--- src/ftr_defs.svh ---
// Offsets, field positions, reset values and timing figures of the readout block
`ifndef FTR_DEFS_SVH
`define FTR_DEFS_SVH

`define FTR_ADDR_FAN_DIV 8'h05
`define FTR_ADDR_TEMP_CFG 8'h06
`define FTR_ADDR_VOLT_BASE 8'h20
`define FTR_ADDR_TEMP_HIGH 8'h28
`define FTR_ADDR_FAN_FIRST 8'h29
`define FTR_ADDR_FAN_SECOND 8'h2A
`define FTR_ADDR_HOT 8'h2B
`define FTR_ADDR_HOT_HYST 8'h2C
`define FTR_ADDR_OVERTEMP 8'h2D
`define FTR_ADDR_OVERTEMP_HYST 8'h2E

`define FTR_FAN_DIV_RESET 8'h14
`define FTR_TEMP_CFG_RESET 8'h01
`define FTR_FAN_LEVEL_FIRST_BIT 0
`define FTR_FAN_LEVEL_SECOND_BIT 1
`define FTR_FAN_DIV_FIRST_LSB 2
`define FTR_FAN_DIV_SECOND_LSB 4
`define FTR_OS_ONE_TIME_BIT 2
`define FTR_HIRES_BIT 3
`define FTR_TEMP_LOW_LSB 4

`define FTR_CLK_HZ 100000000
`define FTR_REF_HZ 22500
`define FTR_SLOT_MS 100
`define FTR_HIRES_EXTRA_MS 1000
`define FTR_FAN_MAX 8'hFF
`define FTR_TACH_GATE_EDGES 2'h2
`define FTR_NUM_SLOTS 4'hA

`endif

--- src/ftr_pkg.sv ---
// Types shared by the fan, voltage and temperature readout block
`default_nettype none
package ftr_pkg;
   typedef struct packed {
      logic wr;
      logic rd;
      logic [7:0] addr;
      logic [7:0] wdata;
   } ftr_reg_req_t;

   typedef struct packed {
      logic done;
      logic [11:0] code;
   } ftr_conv_rsp_t;

   typedef enum logic [1:0] {
      FTR_DIV_1 = 2'b00,
      FTR_DIV_2 = 2'b01,
      FTR_DIV_4 = 2'b10,
      FTR_DIV_8 = 2'b11
   } ftr_fan_div_t;

   typedef enum logic [1:0] {
      FTR_F_IDLE = 2'b00,
      FTR_F_ARM = 2'b01,
      FTR_F_COUNT = 2'b10,
      FTR_F_DONE = 2'b11
   } ftr_fan_state_t;
endpackage : ftr_pkg
`default_nettype wire

--- src/ftr_readout.sv ---
// Measurement result logic: voltage codes, fan tach counts, temperature words and setpoints
`default_nettype none
`include "ftr_defs.svh"

module ftr_readout #(
   parameter int unsigned REF_DIV = `FTR_CLK_HZ / `FTR_REF_HZ,
   parameter int unsigned SLOT_CYCLES = (`FTR_CLK_HZ / 1000) * `FTR_SLOT_MS,
   parameter int unsigned HIRES_EXTRA_CYCLES = (`FTR_CLK_HZ / 1000) * `FTR_HIRES_EXTRA_MS
) (
   input wire logic clk,
   input wire logic rst_n,
   input wire logic loop_enable,
   input wire ftr_pkg::ftr_reg_req_t reg_req,
   output logic [7:0] reg_rdata,
   output logic conv_start,
   output logic [2:0] conv_sel,
   output logic conv_hires,
   input wire ftr_pkg::ftr_conv_rsp_t conv_rsp,
   input wire logic first_tach_input,
   input wire logic second_tach_input,
   output logic hot_alarm,
   output logic overtemp_alarm,
   output logic overtemp_shutdown_output_n
);

   // Register storage
   logic [7:0] volt [0:6];
   logic [7:0] fan_count [0:1];
   logic [7:0] temp_high;
   logic [3:0] temp_low;
   logic [7:0] fan_div_reg;
   logic [3:0] temp_cfg;
   logic [7:0] hot_set;
   logic [7:0] hot_hyst;
   logic [7:0] os_set;
   logic [7:0] os_hyst;

   // Decode of the register port
   wire wr_fan_div = reg_req.wr && (reg_req.addr == `FTR_ADDR_FAN_DIV);
   wire wr_temp_cfg = reg_req.wr && (reg_req.addr == `FTR_ADDR_TEMP_CFG);
   wire wr_hot = reg_req.wr && (reg_req.addr == `FTR_ADDR_HOT);
   wire wr_hot_hyst = reg_req.wr && (reg_req.addr == `FTR_ADDR_HOT_HYST);
   wire wr_os = reg_req.wr && (reg_req.addr == `FTR_ADDR_OVERTEMP);
   wire wr_os_hyst = reg_req.wr && (reg_req.addr == `FTR_ADDR_OVERTEMP_HYST);
   wire hires = temp_cfg[`FTR_HIRES_BIT];
   wire [7:0] volt_index = reg_req.addr - `FTR_ADDR_VOLT_BASE;
   wire volt_hit = (reg_req.addr >= `FTR_ADDR_VOLT_BASE) && (volt_index < 8'h07);
   wire [3:0] temp_low_rd = {temp_low[3], hires ? temp_low[2:0] : 3'h0};

   // Read multiplexer; unmapped locations read as zero
   logic [7:0] next_rdata;
   always_comb begin
      next_rdata = 8'h00;
      if (volt_hit) begin
         next_rdata = volt[volt_index[2:0]];
      end else begin
         unique case (reg_req.addr)
            `FTR_ADDR_FAN_DIV: next_rdata = fan_div_reg;
            `FTR_ADDR_TEMP_CFG: next_rdata = {temp_low_rd, temp_cfg};
            `FTR_ADDR_TEMP_HIGH: next_rdata = temp_high;
            `FTR_ADDR_FAN_FIRST: next_rdata = fan_count[0];
            `FTR_ADDR_FAN_SECOND: next_rdata = fan_count[1];
            `FTR_ADDR_HOT: next_rdata = hot_set;
            `FTR_ADDR_HOT_HYST: next_rdata = hot_hyst;
            `FTR_ADDR_OVERTEMP: next_rdata = os_set;
            `FTR_ADDR_OVERTEMP_HYST: next_rdata = os_hyst;
            default: next_rdata = 8'h00;
         endcase
      end
   end

   always_ff @(posedge clk or negedge rst_n) begin
      if (!rst_n) begin
         reg_rdata <= 8'h00;
      end else if (reg_req.rd) begin
         reg_rdata <= next_rdata;
      end
   end

   // Software-written control registers
   always_ff @(posedge clk or negedge rst_n) begin
      if (!rst_n) begin
         fan_div_reg <= `FTR_FAN_DIV_RESET;
         temp_cfg <= 4'(`FTR_TEMP_CFG_RESET);
      end else begin
         if (wr_fan_div) fan_div_reg <= reg_req.wdata;
         if (wr_temp_cfg) temp_cfg <= reg_req.wdata[3:0];
      end
   end

   // Setpoints, one degree per step, two's complement
   always_ff @(posedge clk or negedge rst_n) begin
      if (!rst_n) begin
         hot_set <= 8'h00;
         hot_hyst <= 8'h00;
         os_set <= 8'h00;
         os_hyst <= 8'h00;
      end else begin
         if (wr_hot) hot_set <= reg_req.wdata;
         if (wr_hot_hyst) hot_hyst <= reg_req.wdata;
         if (wr_os) os_set <= reg_req.wdata;
         if (wr_os_hyst) os_hyst <= reg_req.wdata;
      end
   end

   // Round-robin sequencer: slot 0 temperature, 1..7 voltages, 8..9 fans
   logic [3:0] slot;
   logic [31:0] slot_timer;
   logic slot_got;
   wire [31:0] slot_len = (slot == 4'h0 && hires) ?
      32'(SLOT_CYCLES + HIRES_EXTRA_CYCLES) : 32'(SLOT_CYCLES);
   wire slot_end = loop_enable && (slot_timer == slot_len - 32'h1);
   wire slot_begin = loop_enable && (slot_timer == 32'h0);
   wire is_fan_slot = (slot >= 4'h8);
   wire fan_sel = slot[0];
   wire [3:0] next_slot = (slot == `FTR_NUM_SLOTS - 4'h1) ? 4'h0 : slot + 4'h1;
   wire conv_take = conv_rsp.done && !slot_got && !is_fan_slot && loop_enable;

   always_ff @(posedge clk or negedge rst_n) begin
      if (!rst_n) begin
         slot <= 4'h0;
         slot_timer <= 32'h0;
         slot_got <= 1'b0;
      end else if (!loop_enable) begin
         slot <= 4'h0;
         slot_timer <= 32'h0;
         slot_got <= 1'b0;
      end else if (slot_end) begin
         slot <= next_slot;
         slot_timer <= 32'h0;
         slot_got <= 1'b0;
      end else begin
         slot_timer <= slot_timer + 32'h1;
         if (conv_take) slot_got <= 1'b1;
      end
   end

   assign conv_start = slot_begin && !is_fan_slot;
   assign conv_sel = slot[2:0];
   assign conv_hires = hires;

   // Temperature formatting
   logic [8:0] temp9;
   logic [11:0] temp12;
   assign temp9 = conv_rsp.code[11:3];
   assign temp12 = conv_rsp.code;
   wire temp_take = conv_take && (slot == 4'h0);

   always_ff @(posedge clk or negedge rst_n) begin
      if (!rst_n) begin
         temp_high <= 8'h00;
         temp_low <= 4'h0;
      end else if (temp_take) begin
         if (hires) begin
            temp_high <= temp12[11:4];
            temp_low <= temp12[3:0];
         end else begin
            temp_high <= temp9[8:1];
            temp_low <= {temp9[0], 3'b000};
         end
      end
   end

   // Voltage channels store the 8-bit code unchanged
   always_ff @(posedge clk or negedge rst_n) begin
      if (!rst_n) begin
         for (int i = 0; i < 7; i++) begin
            volt[i] <= 8'h00;
         end
      end else if (conv_take && slot != 4'h0) begin
         volt[slot[2:0] - 3'h1] <= conv_rsp.code[7:0];
      end
   end

   // Setpoint comparator on the signed top eight bits
   logic temp_updated;
   always_ff @(posedge clk or negedge rst_n) begin
      if (!rst_n) begin
         temp_updated <= 1'b0;
      end else begin
         temp_updated <= temp_take;
      end
   end

   wire signed [7:0] temp_s = temp_high;
   wire above_hot = temp_s > $signed(hot_set);
   wire below_hot_hyst = temp_s < $signed(hot_hyst);
   wire above_os = temp_s > $signed(os_set);
   wire below_os_hyst = temp_s < $signed(os_hyst);

   always_ff @(posedge clk or negedge rst_n) begin
      if (!rst_n) begin
         hot_alarm <= 1'b0;
         overtemp_alarm <= 1'b0;
      end else if (temp_updated) begin
         if (above_hot) hot_alarm <= 1'b1;
         else if (below_hot_hyst) hot_alarm <= 1'b0;
         if (above_os) overtemp_alarm <= 1'b1;
         else if (below_os_hyst) overtemp_alarm <= 1'b0;
      end
   end

   // Comparator mode follows the overtemp setpoint alone
   logic os_cmp;
   always_ff @(posedge clk or negedge rst_n) begin
      if (!rst_n) begin
         os_cmp <= 1'b0;
      end else if (temp_updated) begin
         os_cmp <= above_os;
      end
   end
   assign overtemp_shutdown_output_n = temp_cfg[`FTR_OS_ONE_TIME_BIT] ?
      !overtemp_alarm : !os_cmp;

   // Reference tick at 22.5 kHz
   logic [15:0] ref_cnt;
   wire ref_tick = (ref_cnt == 16'(REF_DIV - 1));
   always_ff @(posedge clk or negedge rst_n) begin
      if (!rst_n) begin
         ref_cnt <= 16'h0;
      end else if (ref_tick) begin
         ref_cnt <= 16'h0;
      end else begin
         ref_cnt <= ref_cnt + 16'h1;
      end
   end

   // Fan period engine, shared by both inputs
   ftr_pkg::ftr_fan_div_t div_code;
   ftr_pkg::ftr_fan_state_t fan_state;
   ftr_pkg::ftr_fan_state_t next_fan_state;
   logic tach_prev;
   logic [2:0] pre_cnt;
   logic [1:0] edge_cnt;
   logic [7:0] fan_acc;
   wire tach = fan_sel ? second_tach_input : first_tach_input;
   wire level_mode = fan_sel ? fan_div_reg[`FTR_FAN_LEVEL_SECOND_BIT] :
      fan_div_reg[`FTR_FAN_LEVEL_FIRST_BIT];
   assign div_code = ftr_pkg::ftr_fan_div_t'(fan_sel ?
      fan_div_reg[`FTR_FAN_DIV_SECOND_LSB +: 2] :
      fan_div_reg[`FTR_FAN_DIV_FIRST_LSB +: 2]);
   wire [2:0] pre_top = (3'h1 << div_code) - 3'h1;
   wire tach_rise = tach && !tach_prev;
   wire count_tick = ref_tick && (pre_cnt == pre_top);
   wire gate_end = tach_rise && (edge_cnt == `FTR_TACH_GATE_EDGES - 2'h1);

   always_comb begin
      next_fan_state = fan_state;
      unique case (fan_state)
         ftr_pkg::FTR_F_IDLE: if (slot_begin && is_fan_slot && !level_mode) begin
            next_fan_state = ftr_pkg::FTR_F_ARM;
         end
         ftr_pkg::FTR_F_ARM: if (tach_rise) next_fan_state = ftr_pkg::FTR_F_COUNT;
         ftr_pkg::FTR_F_COUNT: if (gate_end) next_fan_state = ftr_pkg::FTR_F_DONE;
         ftr_pkg::FTR_F_DONE: next_fan_state = ftr_pkg::FTR_F_DONE;
      endcase
      if (slot_end) next_fan_state = ftr_pkg::FTR_F_IDLE;
   end

   always_ff @(posedge clk or negedge rst_n) begin
      if (!rst_n) begin
         fan_state <= ftr_pkg::FTR_F_IDLE;
         tach_prev <= 1'b0;
      end else begin
         fan_state <= next_fan_state;
         tach_prev <= tach;
      end
   end

   wire fan_counting = (fan_state == ftr_pkg::FTR_F_COUNT);

   always_ff @(posedge clk or negedge rst_n) begin
      if (!rst_n) begin
         edge_cnt <= 2'h0;
      end else if (!fan_counting) begin
         edge_cnt <= 2'h0;
      end else if (tach_rise) begin
         edge_cnt <= edge_cnt + 2'h1;
      end
   end

   always_ff @(posedge clk or negedge rst_n) begin
      if (!rst_n) begin
         pre_cnt <= 3'h0;
      end else if (!fan_counting) begin
         pre_cnt <= 3'h0;
      end else if (ref_tick) begin
         pre_cnt <= (pre_cnt == pre_top) ? 3'h0 : pre_cnt + 3'h1;
      end
   end

   always_ff @(posedge clk or negedge rst_n) begin
      if (!rst_n) begin
         fan_acc <= 8'h00;
      end else if (!fan_counting) begin
         fan_acc <= 8'h00;
      end else if (count_tick && fan_acc != `FTR_FAN_MAX) begin
         fan_acc <= fan_acc + 8'h01;
      end
   end

   // Fan result: count at gate end, full scale on timeout, level in level mode
   wire fan_slot_live = is_fan_slot && loop_enable;
   wire fan_level_load = fan_slot_live && level_mode && slot_begin;
   wire fan_gate_load = fan_slot_live && fan_counting && gate_end;
   wire fan_timeout_load = fan_slot_live && slot_end && !level_mode &&
      (fan_state != ftr_pkg::FTR_F_DONE);

   always_ff @(posedge clk or negedge rst_n) begin
      if (!rst_n) begin
         fan_count[0] <= 8'h00;
         fan_count[1] <= 8'h00;
      end else if (fan_level_load) begin
         fan_count[fan_sel] <= {7'h00, tach};
      end else if (fan_gate_load) begin
         fan_count[fan_sel] <= fan_acc;
      end else if (fan_timeout_load) begin
         fan_count[fan_sel] <= `FTR_FAN_MAX;
      end
   end

endmodule : ftr_readout
`default_nettype wire

--- config.mk ---
export PLATFORM = sky130hd
export DESIGN_NAME = ftr_readout
export DESIGN_NICKNAME = d
export VERILOG_FILES = /design/src/ftr_pkg.sv /design/src/ftr_readout.sv
export VERILOG_INCLUDE_DIRS = /design/src
export SDC_FILE = /design/constraint.sdc
export NUM_CORES = 1
export LEC_CHECK = 0
export ABC_AREA = 0
export BUFFER_PORTS_ARGS = -buffer_cell sky130_fd_sc_hd__buf_2
export CAP_MARGIN = 20
export CORE_MARGIN = 5
export CORE_UTILIZATION = 48
export CTS_CLUSTER_DIAMETER = 60
export DETAILED_ROUTE_END_ITERATION = 7
export MAX_ROUTING_LAYER = met4
export PLACE_DENSITY = 0.76
export SYNTH_ARGS = -nofsm -noshare
export SYNTH_HDL_FRONTEND = slang
export SYNTH_SLANG_ARGS = --single-unit
export TNS_END_PERCENT = 5
--- constraint.sdc ---
create_clock -name clk -period 6.95 [get_ports clk]
set_clock_uncertainty 0.1 [all_clocks]
set_input_delay 2.085 -clock clk [delete_from_list [all_inputs] [get_ports clk]]
set_output_delay 2.085 -clock clk [all_outputs]
set_load 0.05 [all_outputs]
==> results_dict.tcl, run 1 <==
set metrics [dict create \
    finalWorstPathRequiredPeriod_ns 5.49 \
    largest_net_degree_at_the_start_of_global_routing 121 \
    crit_path_cell_trace "buf_2 -> nand4_1 -> or4_4 -> nor2_1 -> buf_2" \
    maxSlewViolCount 0 \
    final.hold.worst_slack_ns 0.378 \
    die_height_um 162 \
    critical_path_buf_inv_count 2 \
    synth-seq-area-share 0.471 \
    postCtsHoldBufs 0 \
    setup_viol 0 \
    layout_top_registers "volt x56, slot_timer x32" \
    power_report.internal_total_w 0.00215 \
    post_cts.repair.setup_buffers 0 \
    tritoncts_num_sinks 209 \
    switchingPower_w 0.000759 \
    floorplan.die.width_um 162 \
    buffer_ports.inserted 51 \
    gp_congestion 0.924 \
    crit_path_end_kind "primary output" \
    final_min_period_over_clock_period 0.790 \
    detail_route.iter0.violations 603 \
    number_of_search_and_repair_iterations_in_the_first_detailed_routing_pass 7 \
    power.ir.vdd_worst_mv 0.150 \
    cts_root_buf "sky130_fd_sc_hd__clkbuf_16" \
    synth.lib_cells_used.distinct 74 \
    ctsResizeCount 0 \
    antennaDiodeCount 0 \
    detail_route.vias_per_cell 5.92 \
    design.core.area_um2 22700 \
    floorplan.io_pins 52 \
    rsz0062_at_grt "false" \
    initial_utilization 0.489 \
    hold_path_class "reg -> reg" \
    slew-limit-headroom 0.322 \
    dp_hpwl_mm 18.1 \
    hold_violations 0 \
    clkSlewWorstSetupHoldPaths_ns 0.06 \
    nNetsFinal 1159 \
    synth_area_um2 11100 \
    finalWirelength_mm 25.7 \
    post_drt_wl_per_cell_um 18.5 \
    crit_path_required_time_ns 4.76 \
    run_status "complete, no violations" \
    arrival_ns 3.31 \
    flop_pwr_share 0.454 \
    largest_reg_flops 56 \
    max_freq_mhz 182 \
    h_tree_depth 1 \
    clock_tree_from_tritoncts "done" \
    postSynth.topFlopCell "sky130_fd_sc_hd__dfrtp_1" \
    first_global_vias 8192 \
    synth-async-reset-ratio 1.00 \
    antenna_found_initial 0 \
    leakagePower_nw 5.60 \
    gate_power_share 0.112 \
    yosysWarningCount 0 \
    count_of_flip_flops_with_a_built_in_enable_after_synthesis 0 \
    grt_overflow_total 0 \
    powerDensity_nw_per_um2 236 \
    power.share.switching 0.261 \
    global_route_wire_length_before_repair_mm 43.2 \
    p_clk_frac 0.434 \
    die_area_um2 26300 \
    placement_rows 55 \
    mappedNetlistNets 1127 \
    standard_cell_with_the_maximum_stage_delay_on_the_critical_path "sky130_fd_sc_hd__or4_4" \
    yosys_register_bits 209 \
    critical-path-max-stage-delay_ns 0.46 \
    element_type_at_the_critical_path_start "input pin" \
    clock_insertion_delay_worst_skew_ns 0.52 \
    tritoncts.num_buffers 24 \
    detail_route.drc_violations 0 \
    tightest_slew_ns 1.02 \
    reported_max_cap_violation_count 0 \
    family_of_cells_with_the_greatest_summed_delay_on_the_critical_path "simple AND/OR/NAND/NOR gates" \
    total_routing_usage_gr 0.205 \
    avgSynthCellArea_um2 10.6 \
    registers.top_by_ff_count "volt" \
    worst-setup-path-type "in -> out" \
    fraction_of_final_layout_cells_sized_beyond_drive_strength_1 0.206 \
    timing.critical_path.mode_cell "sky130_fd_sc_hd__buf_2" \
    layout-area-overhead-vs-synth_pct 11.1 \
    largest_driver_fanout_on_the_critical_path 13 \
    routed-via-count 8194 \
    antenna_violating_nets_post_route 0 \
    finalSetupTns_ns 0 \
    synthesis.instances 1050 \
    cts_max_path_buffers 3 \
]
==> routing by layer <==
metal  up-vias  routed length [um]  global-route usage
met2       242               11900               0.318
met3        55                1310              0.0302
li1       3812                   -                   -
met1      4085               11700               0.281
met5         -                   0                   -
met4         0                 773              0.0607
==> synth_stat cells (22+ instances only) <==
master / instances / share of area
sky130_fd_sc_hd__a21oi_1: 31 / 0.014
sky130_fd_sc_hd__mux2_2: 102 / 0.10
sky130_fd_sc_hd__nand2_1: 100 / 0.034
sky130_fd_sc_hd__xor2_1: 33 / 0.026
sky130_fd_sc_hd__mux2i_1: 22 / 0.020
sky130_fd_sc_hd__inv_1: 48 / 0.016
sky130_fd_sc_hd__o21ai_0: 25 / 0.011
sky130_fd_sc_hd__xnor2_1: 23 / 0.018
sky130_fd_sc_hd__nand3_1: 35 / 0.016
sky130_fd_sc_hd__ha_1: 41 / 0.046
sky130_fd_sc_hd__dfrtp_1: 206 / 0.46
sky130_fd_sc_hd__nor2_1: 102 / 0.034
sky130_fd_sc_hd__clkbuf_1: 35 / 0.012
==> power groups by stage <==
stage,Sequential [W],Combinational [W],Clock [W]
2_1_floorplan,0.00135,0.000191,0
3_3_place_gp,0.00134,0.000314,0
3_5_place_dp,0.00134,0.000328,0
4_1_cts,0.00132,0.000330,0.00129
5_1_grt,0.00132,0.000369,0.00134
6_report,0.00132,0.000327,0.00126
==> worst paths after layout <==
kind | from | endpoint | slack (ns) | cells after the start
max in group asynchronous | rst_n | volt[40]$_DFFE_PN0P_ | 3.78 | 2
min in group asynchronous | rst_n | overtemp_alarm$_DFFE_PN0P_ | 1.58 | 1
min | ref_cnt[15]$_DFF_PN0_ | ref_cnt[15]$_DFF_PN0_ | 0.38 | 1
max | loop_enable | conv_start | 1.46 | 5
max reg2reg | slot[0]$_DFFE_PN0P_ | fan_count[5]$_DFFE_PN0P_ | 3.39 | 8
min reg2reg | ref_cnt[15]$_DFF_PN0_ | ref_cnt[15]$_DFF_PN0_ | 0.38 | 1
==> logic make-up (layout without fill, tap and decap cells) <==
family / after synthesis / after routing / share of synthesized area
buffers and inverters: 100 / 150 / 0.0374
and+or+nand+nor: 358 / 358 / 0.163
muxes: 134 / 134 / 0.144
AOI/OAI and AO/OA: 152 / 152 / 0.0951
xor gates and xnor gates: 56 / 56 / 0.0442
adders and majority gates: 41 / 41 / 0.0462
DFF: 209 / 209 / 0.471
==> per-stage QoR <==
step	area [um2]	utilization	std cells	setup slack [ns]	total power, W
finish	12300	0.544	1385	1.46	0.00291
global route	12300	0.544	1385	1.38	0.00303
CTS	12300	0.544	1385	1.46	0.00294
detailed placement	11500	0.508	1341	1.47	0.00167
global placement	11500	0.508	1341	1.49	0.00165
floorplan	11100	-	1050	1.24	0.00154
==> layout make-up <==
class | instances | area (um2)
Fill cell | 1943 | 10400
Multi-Input combinational cell | 741 | 5460
Sequential cell | 209 | 5230
Clock buffer | 37 | 731
Tap cell | 285 | 357
Timing Repair Buffer | 57 | 309
Inverter | 49 | 184
Clock inverter | 7 | 72.6
==> cell usage in the layout, fill, tap and decap left out, types with 10 or more instances in the layout <==
cell                        synthesis  layout
sky130_fd_sc_hd__a21oi_1           31      31
sky130_fd_sc_hd__xor2_1            33      33
sky130_fd_sc_hd__o21ai_0           25      25
sky130_fd_sc_hd__o211ai_1          16      16
sky130_fd_sc_hd__and3_1            18      18
sky130_fd_sc_hd__mux4_2            10      10
sky130_fd_sc_hd__mux2_2           102     102
sky130_fd_sc_hd__nor2_1           102     102
sky130_fd_sc_hd__nand4_1           21      21
sky130_fd_sc_hd__inv_1             48      48
sky130_fd_sc_hd__ha_1              41      41
sky130_fd_sc_hd__nand3_1           35      35
sky130_fd_sc_hd__nand2_1          100     100
sky130_fd_sc_hd__dfrtp_1          206     206
sky130_fd_sc_hd__nand2b_1          10      10
sky130_fd_sc_hd__clkbuf_16          0      25
sky130_fd_sc_hd__buf_2              8      50
sky130_fd_sc_hd__mux2i_1           22      22
sky130_fd_sc_hd__a22oi_1           11      11
sky130_fd_sc_hd__xnor2_1           23      23
Power figures use the tool's default switching activity.
==> run 2: changes to the inputs <==
Clock period 6.95 ns to 5.66 ns, I/O delays scaled along.
==> results_dict.tcl, run 2 (synthesis gave the netlist of run 1 again) <==
set metrics [dict create \
    worst-setup-path-type "in -> out" \
    crit_path_cell_trace "buf_2 -> nand4_1 -> or4_4 -> nor2_1 -> buf_2" \
    holdCritStartpoint "os_cmp$_DFFE_PN0P_" \
    maxSlewViolCount 0 \
    post_drt_wl_per_cell_um 18.6 \
    tritoncts.num_buffers 23 \
    power.ir.vdd_worst_mv 0.169 \
    final.hold.worst_slack_ns 0.378 \
    family_of_cells_with_the_greatest_summed_delay_on_the_critical_path "simple AND/OR/NAND/NOR gates" \
    detail_route.vias_per_cell 5.88 \
    floorplan.io_pins 52 \
    reported_max_cap_violation_count 0 \
    finalWirelength_mm 25.7 \
    setup.worst_path.start "loop_enable" \
    hold_violations 0 \
    routed-via-count 8141 \
    initial_utilization 0.489 \
    die_area_um2 26300 \
    post_cts.repair.setup_buffers 0 \
    die_height_um 162 \
    multi_input_comb_area_um2 5460 \
    cts_max_path_buffers 3 \
    ff_to_ff_start "slot[0]$_DFFE_PN0P_" \
    dp_hpwl_mm 18.0 \
    design.core.area_um2 22700 \
    critical_path_buf_inv_count 2 \
    clkSlewWorstSetupHoldPaths_ns 0.06 \
    ctsResizeCount 0 \
    largest_reg_flops 56 \
    run_status "complete, no violations" \
    gp_congestion 0.910 \
    element_type_at_the_critical_path_start "input pin" \
    final_min_period_over_clock_period 0.838 \
    floorplan.die.width_um 162 \
    n_fill_cell 1967 \
    standard_cell_with_the_maximum_stage_delay_on_the_critical_path "sky130_fd_sc_hd__or4_4" \
    finalWorstPathRequiredPeriod_ns 4.74 \
    critical-path-max-stage-delay_ns 0.45 \
    largest_driver_fanout_on_the_critical_path 13 \
    grt_overflow_total 0 \
    rsz0062_at_grt "false" \
    antenna_violating_nets_post_route 0 \
    powerDensity_nw_per_um2 287 \
    layout_commonest_cell "sky130_fd_sc_hd__dfrtp_1" \
    clock_tree_from_tritoncts "done" \
    setup_viol 0 \
    clock_insertion_delay_worst_skew_ns 0.51 \
    ff_latch_area_um2 5230 \
    crit_path_required_time_ns 3.86 \
    first_global_vias 8061 \
    largest_net_degree_at_the_start_of_global_routing 123 \
    fraction_of_final_layout_cells_sized_beyond_drive_strength_1 0.206 \
    postCtsHoldBufs 0 \
    h_tree_depth 1 \
    arrival_ns 2.94 \
    total_routing_usage_gr 0.201 \
    leakagePower_nw 5.60 \
    hold_path_class "reg -> reg" \
    crit_path_end_kind "primary output" \
    registers.top_by_ff_count "volt" \
    layout_top_registers "volt x56, slot_timer x32" \
    final_cell_mix "sky130_fd_sc_hd__dfrtp_1 (206), sky130_fd_sc_hd__nor2_1 (102), sky130_fd_sc_hd__mux2_2 (102), sky130_fd_sc_hd__nand2_1 (100), sky130_fd_sc_hd__buf_2 (50)" \
    nNetsFinal 1159 \
    worst-r2r-setup-slack_ns 2.07 \
    global_route_wire_length_before_repair_mm 42.4 \
    cts_root_buf "sky130_fd_sc_hd__clkbuf_16" \
    tightest_slew_ns 0.984 \
    placement_rows 55 \
    tritoncts_num_sinks 209 \
    layout-area-overhead-vs-synth_pct 11.0 \
    detail_route.iter0.violations 695 \
    buffer_ports.inserted 51 \
    max_freq_mhz 211 \
    detail_route.drc_violations 0 \
    slew-limit-headroom 0.344 \
    finalSetupTns_ns 0 \
    timing.critical_path.mode_cell "sky130_fd_sc_hd__buf_2" \
    antenna_found_initial 2 \
    number_of_search_and_repair_iterations_in_the_first_detailed_routing_pass 6 \
]
==> run 2: routing by layer <==
| layer | track usage | vias up | routed length, um |
|---|---|---|---|
| met5 | - | - | 0 |
| met4 | 0.0515 | 0 | 593 |
| met3 | 0.0396 | 50 | 1500 |
| met2 | 0.318 | 219 | 12100 |
| met1 | 0.270 | 4053 | 11500 |
| li1 | - | 3819 | - |
==> run 2: through the flow <==
| stage | worst slack [ns] | cell area (um2) | utilization | power (W) | cells |
|---|---|---|---|---|---|
| 4_1_cts | 0.938 | 12300 | 0.543 | 0.00357 | 1382 |
| 3_5_place_dp | 0.939 | 11600 | 0.509 | 0.00205 | 1342 |
| 2_1_floorplan | 0.720 | 11100 | - | 0.00190 | 1050 |
| 6_report | 0.919 | 12300 | 0.543 | 0.00354 | 1384 |
| 5_1_grt | 0.888 | 12300 | 0.543 | 0.00368 | 1384 |
| 3_3_place_gp | 0.952 | 11600 | 0.509 | 0.00203 | 1342 |
==> run 2: worst paths after layout <==
| kind | end | depth (start not counted) |
|---|---|---|
| max in group asynchronous | pre_cnt[0]$_DFFE_PN0P_ | 2 |
| hold reg to reg | os_cmp$_DFFE_PN0P_ | 1 |
| setup / recovery | conv_start | 5 |
| hold / removal | os_cmp$_DFFE_PN0P_ | 1 |
| setup reg to reg | slot_timer[17]$_DFF_PN0_ | 8 |
| min in group asynchronous | os_hyst[7]$_DFFE_PN0P_ | 1 |
==> run 2: area by class of cell <==
cell class                 count  share of cell area
timing repair buffer          58              0.0267
multi-input combinational    741               0.443
clock inverter                10              0.0107
clock buffer                  30              0.0512
antenna                        2            0.000406
tap                          285              0.0289
inverter                      49              0.0149
sequential                   209               0.424
==> run 2: power by group <==
| part | internal (W) | switching, W |
|---|---|---|
| Sequential | 0.00156 | 0.0000642 |
| Combinational | 0.000150 | 0.000252 |
| Clock | 0.000921 | 0.000599 |
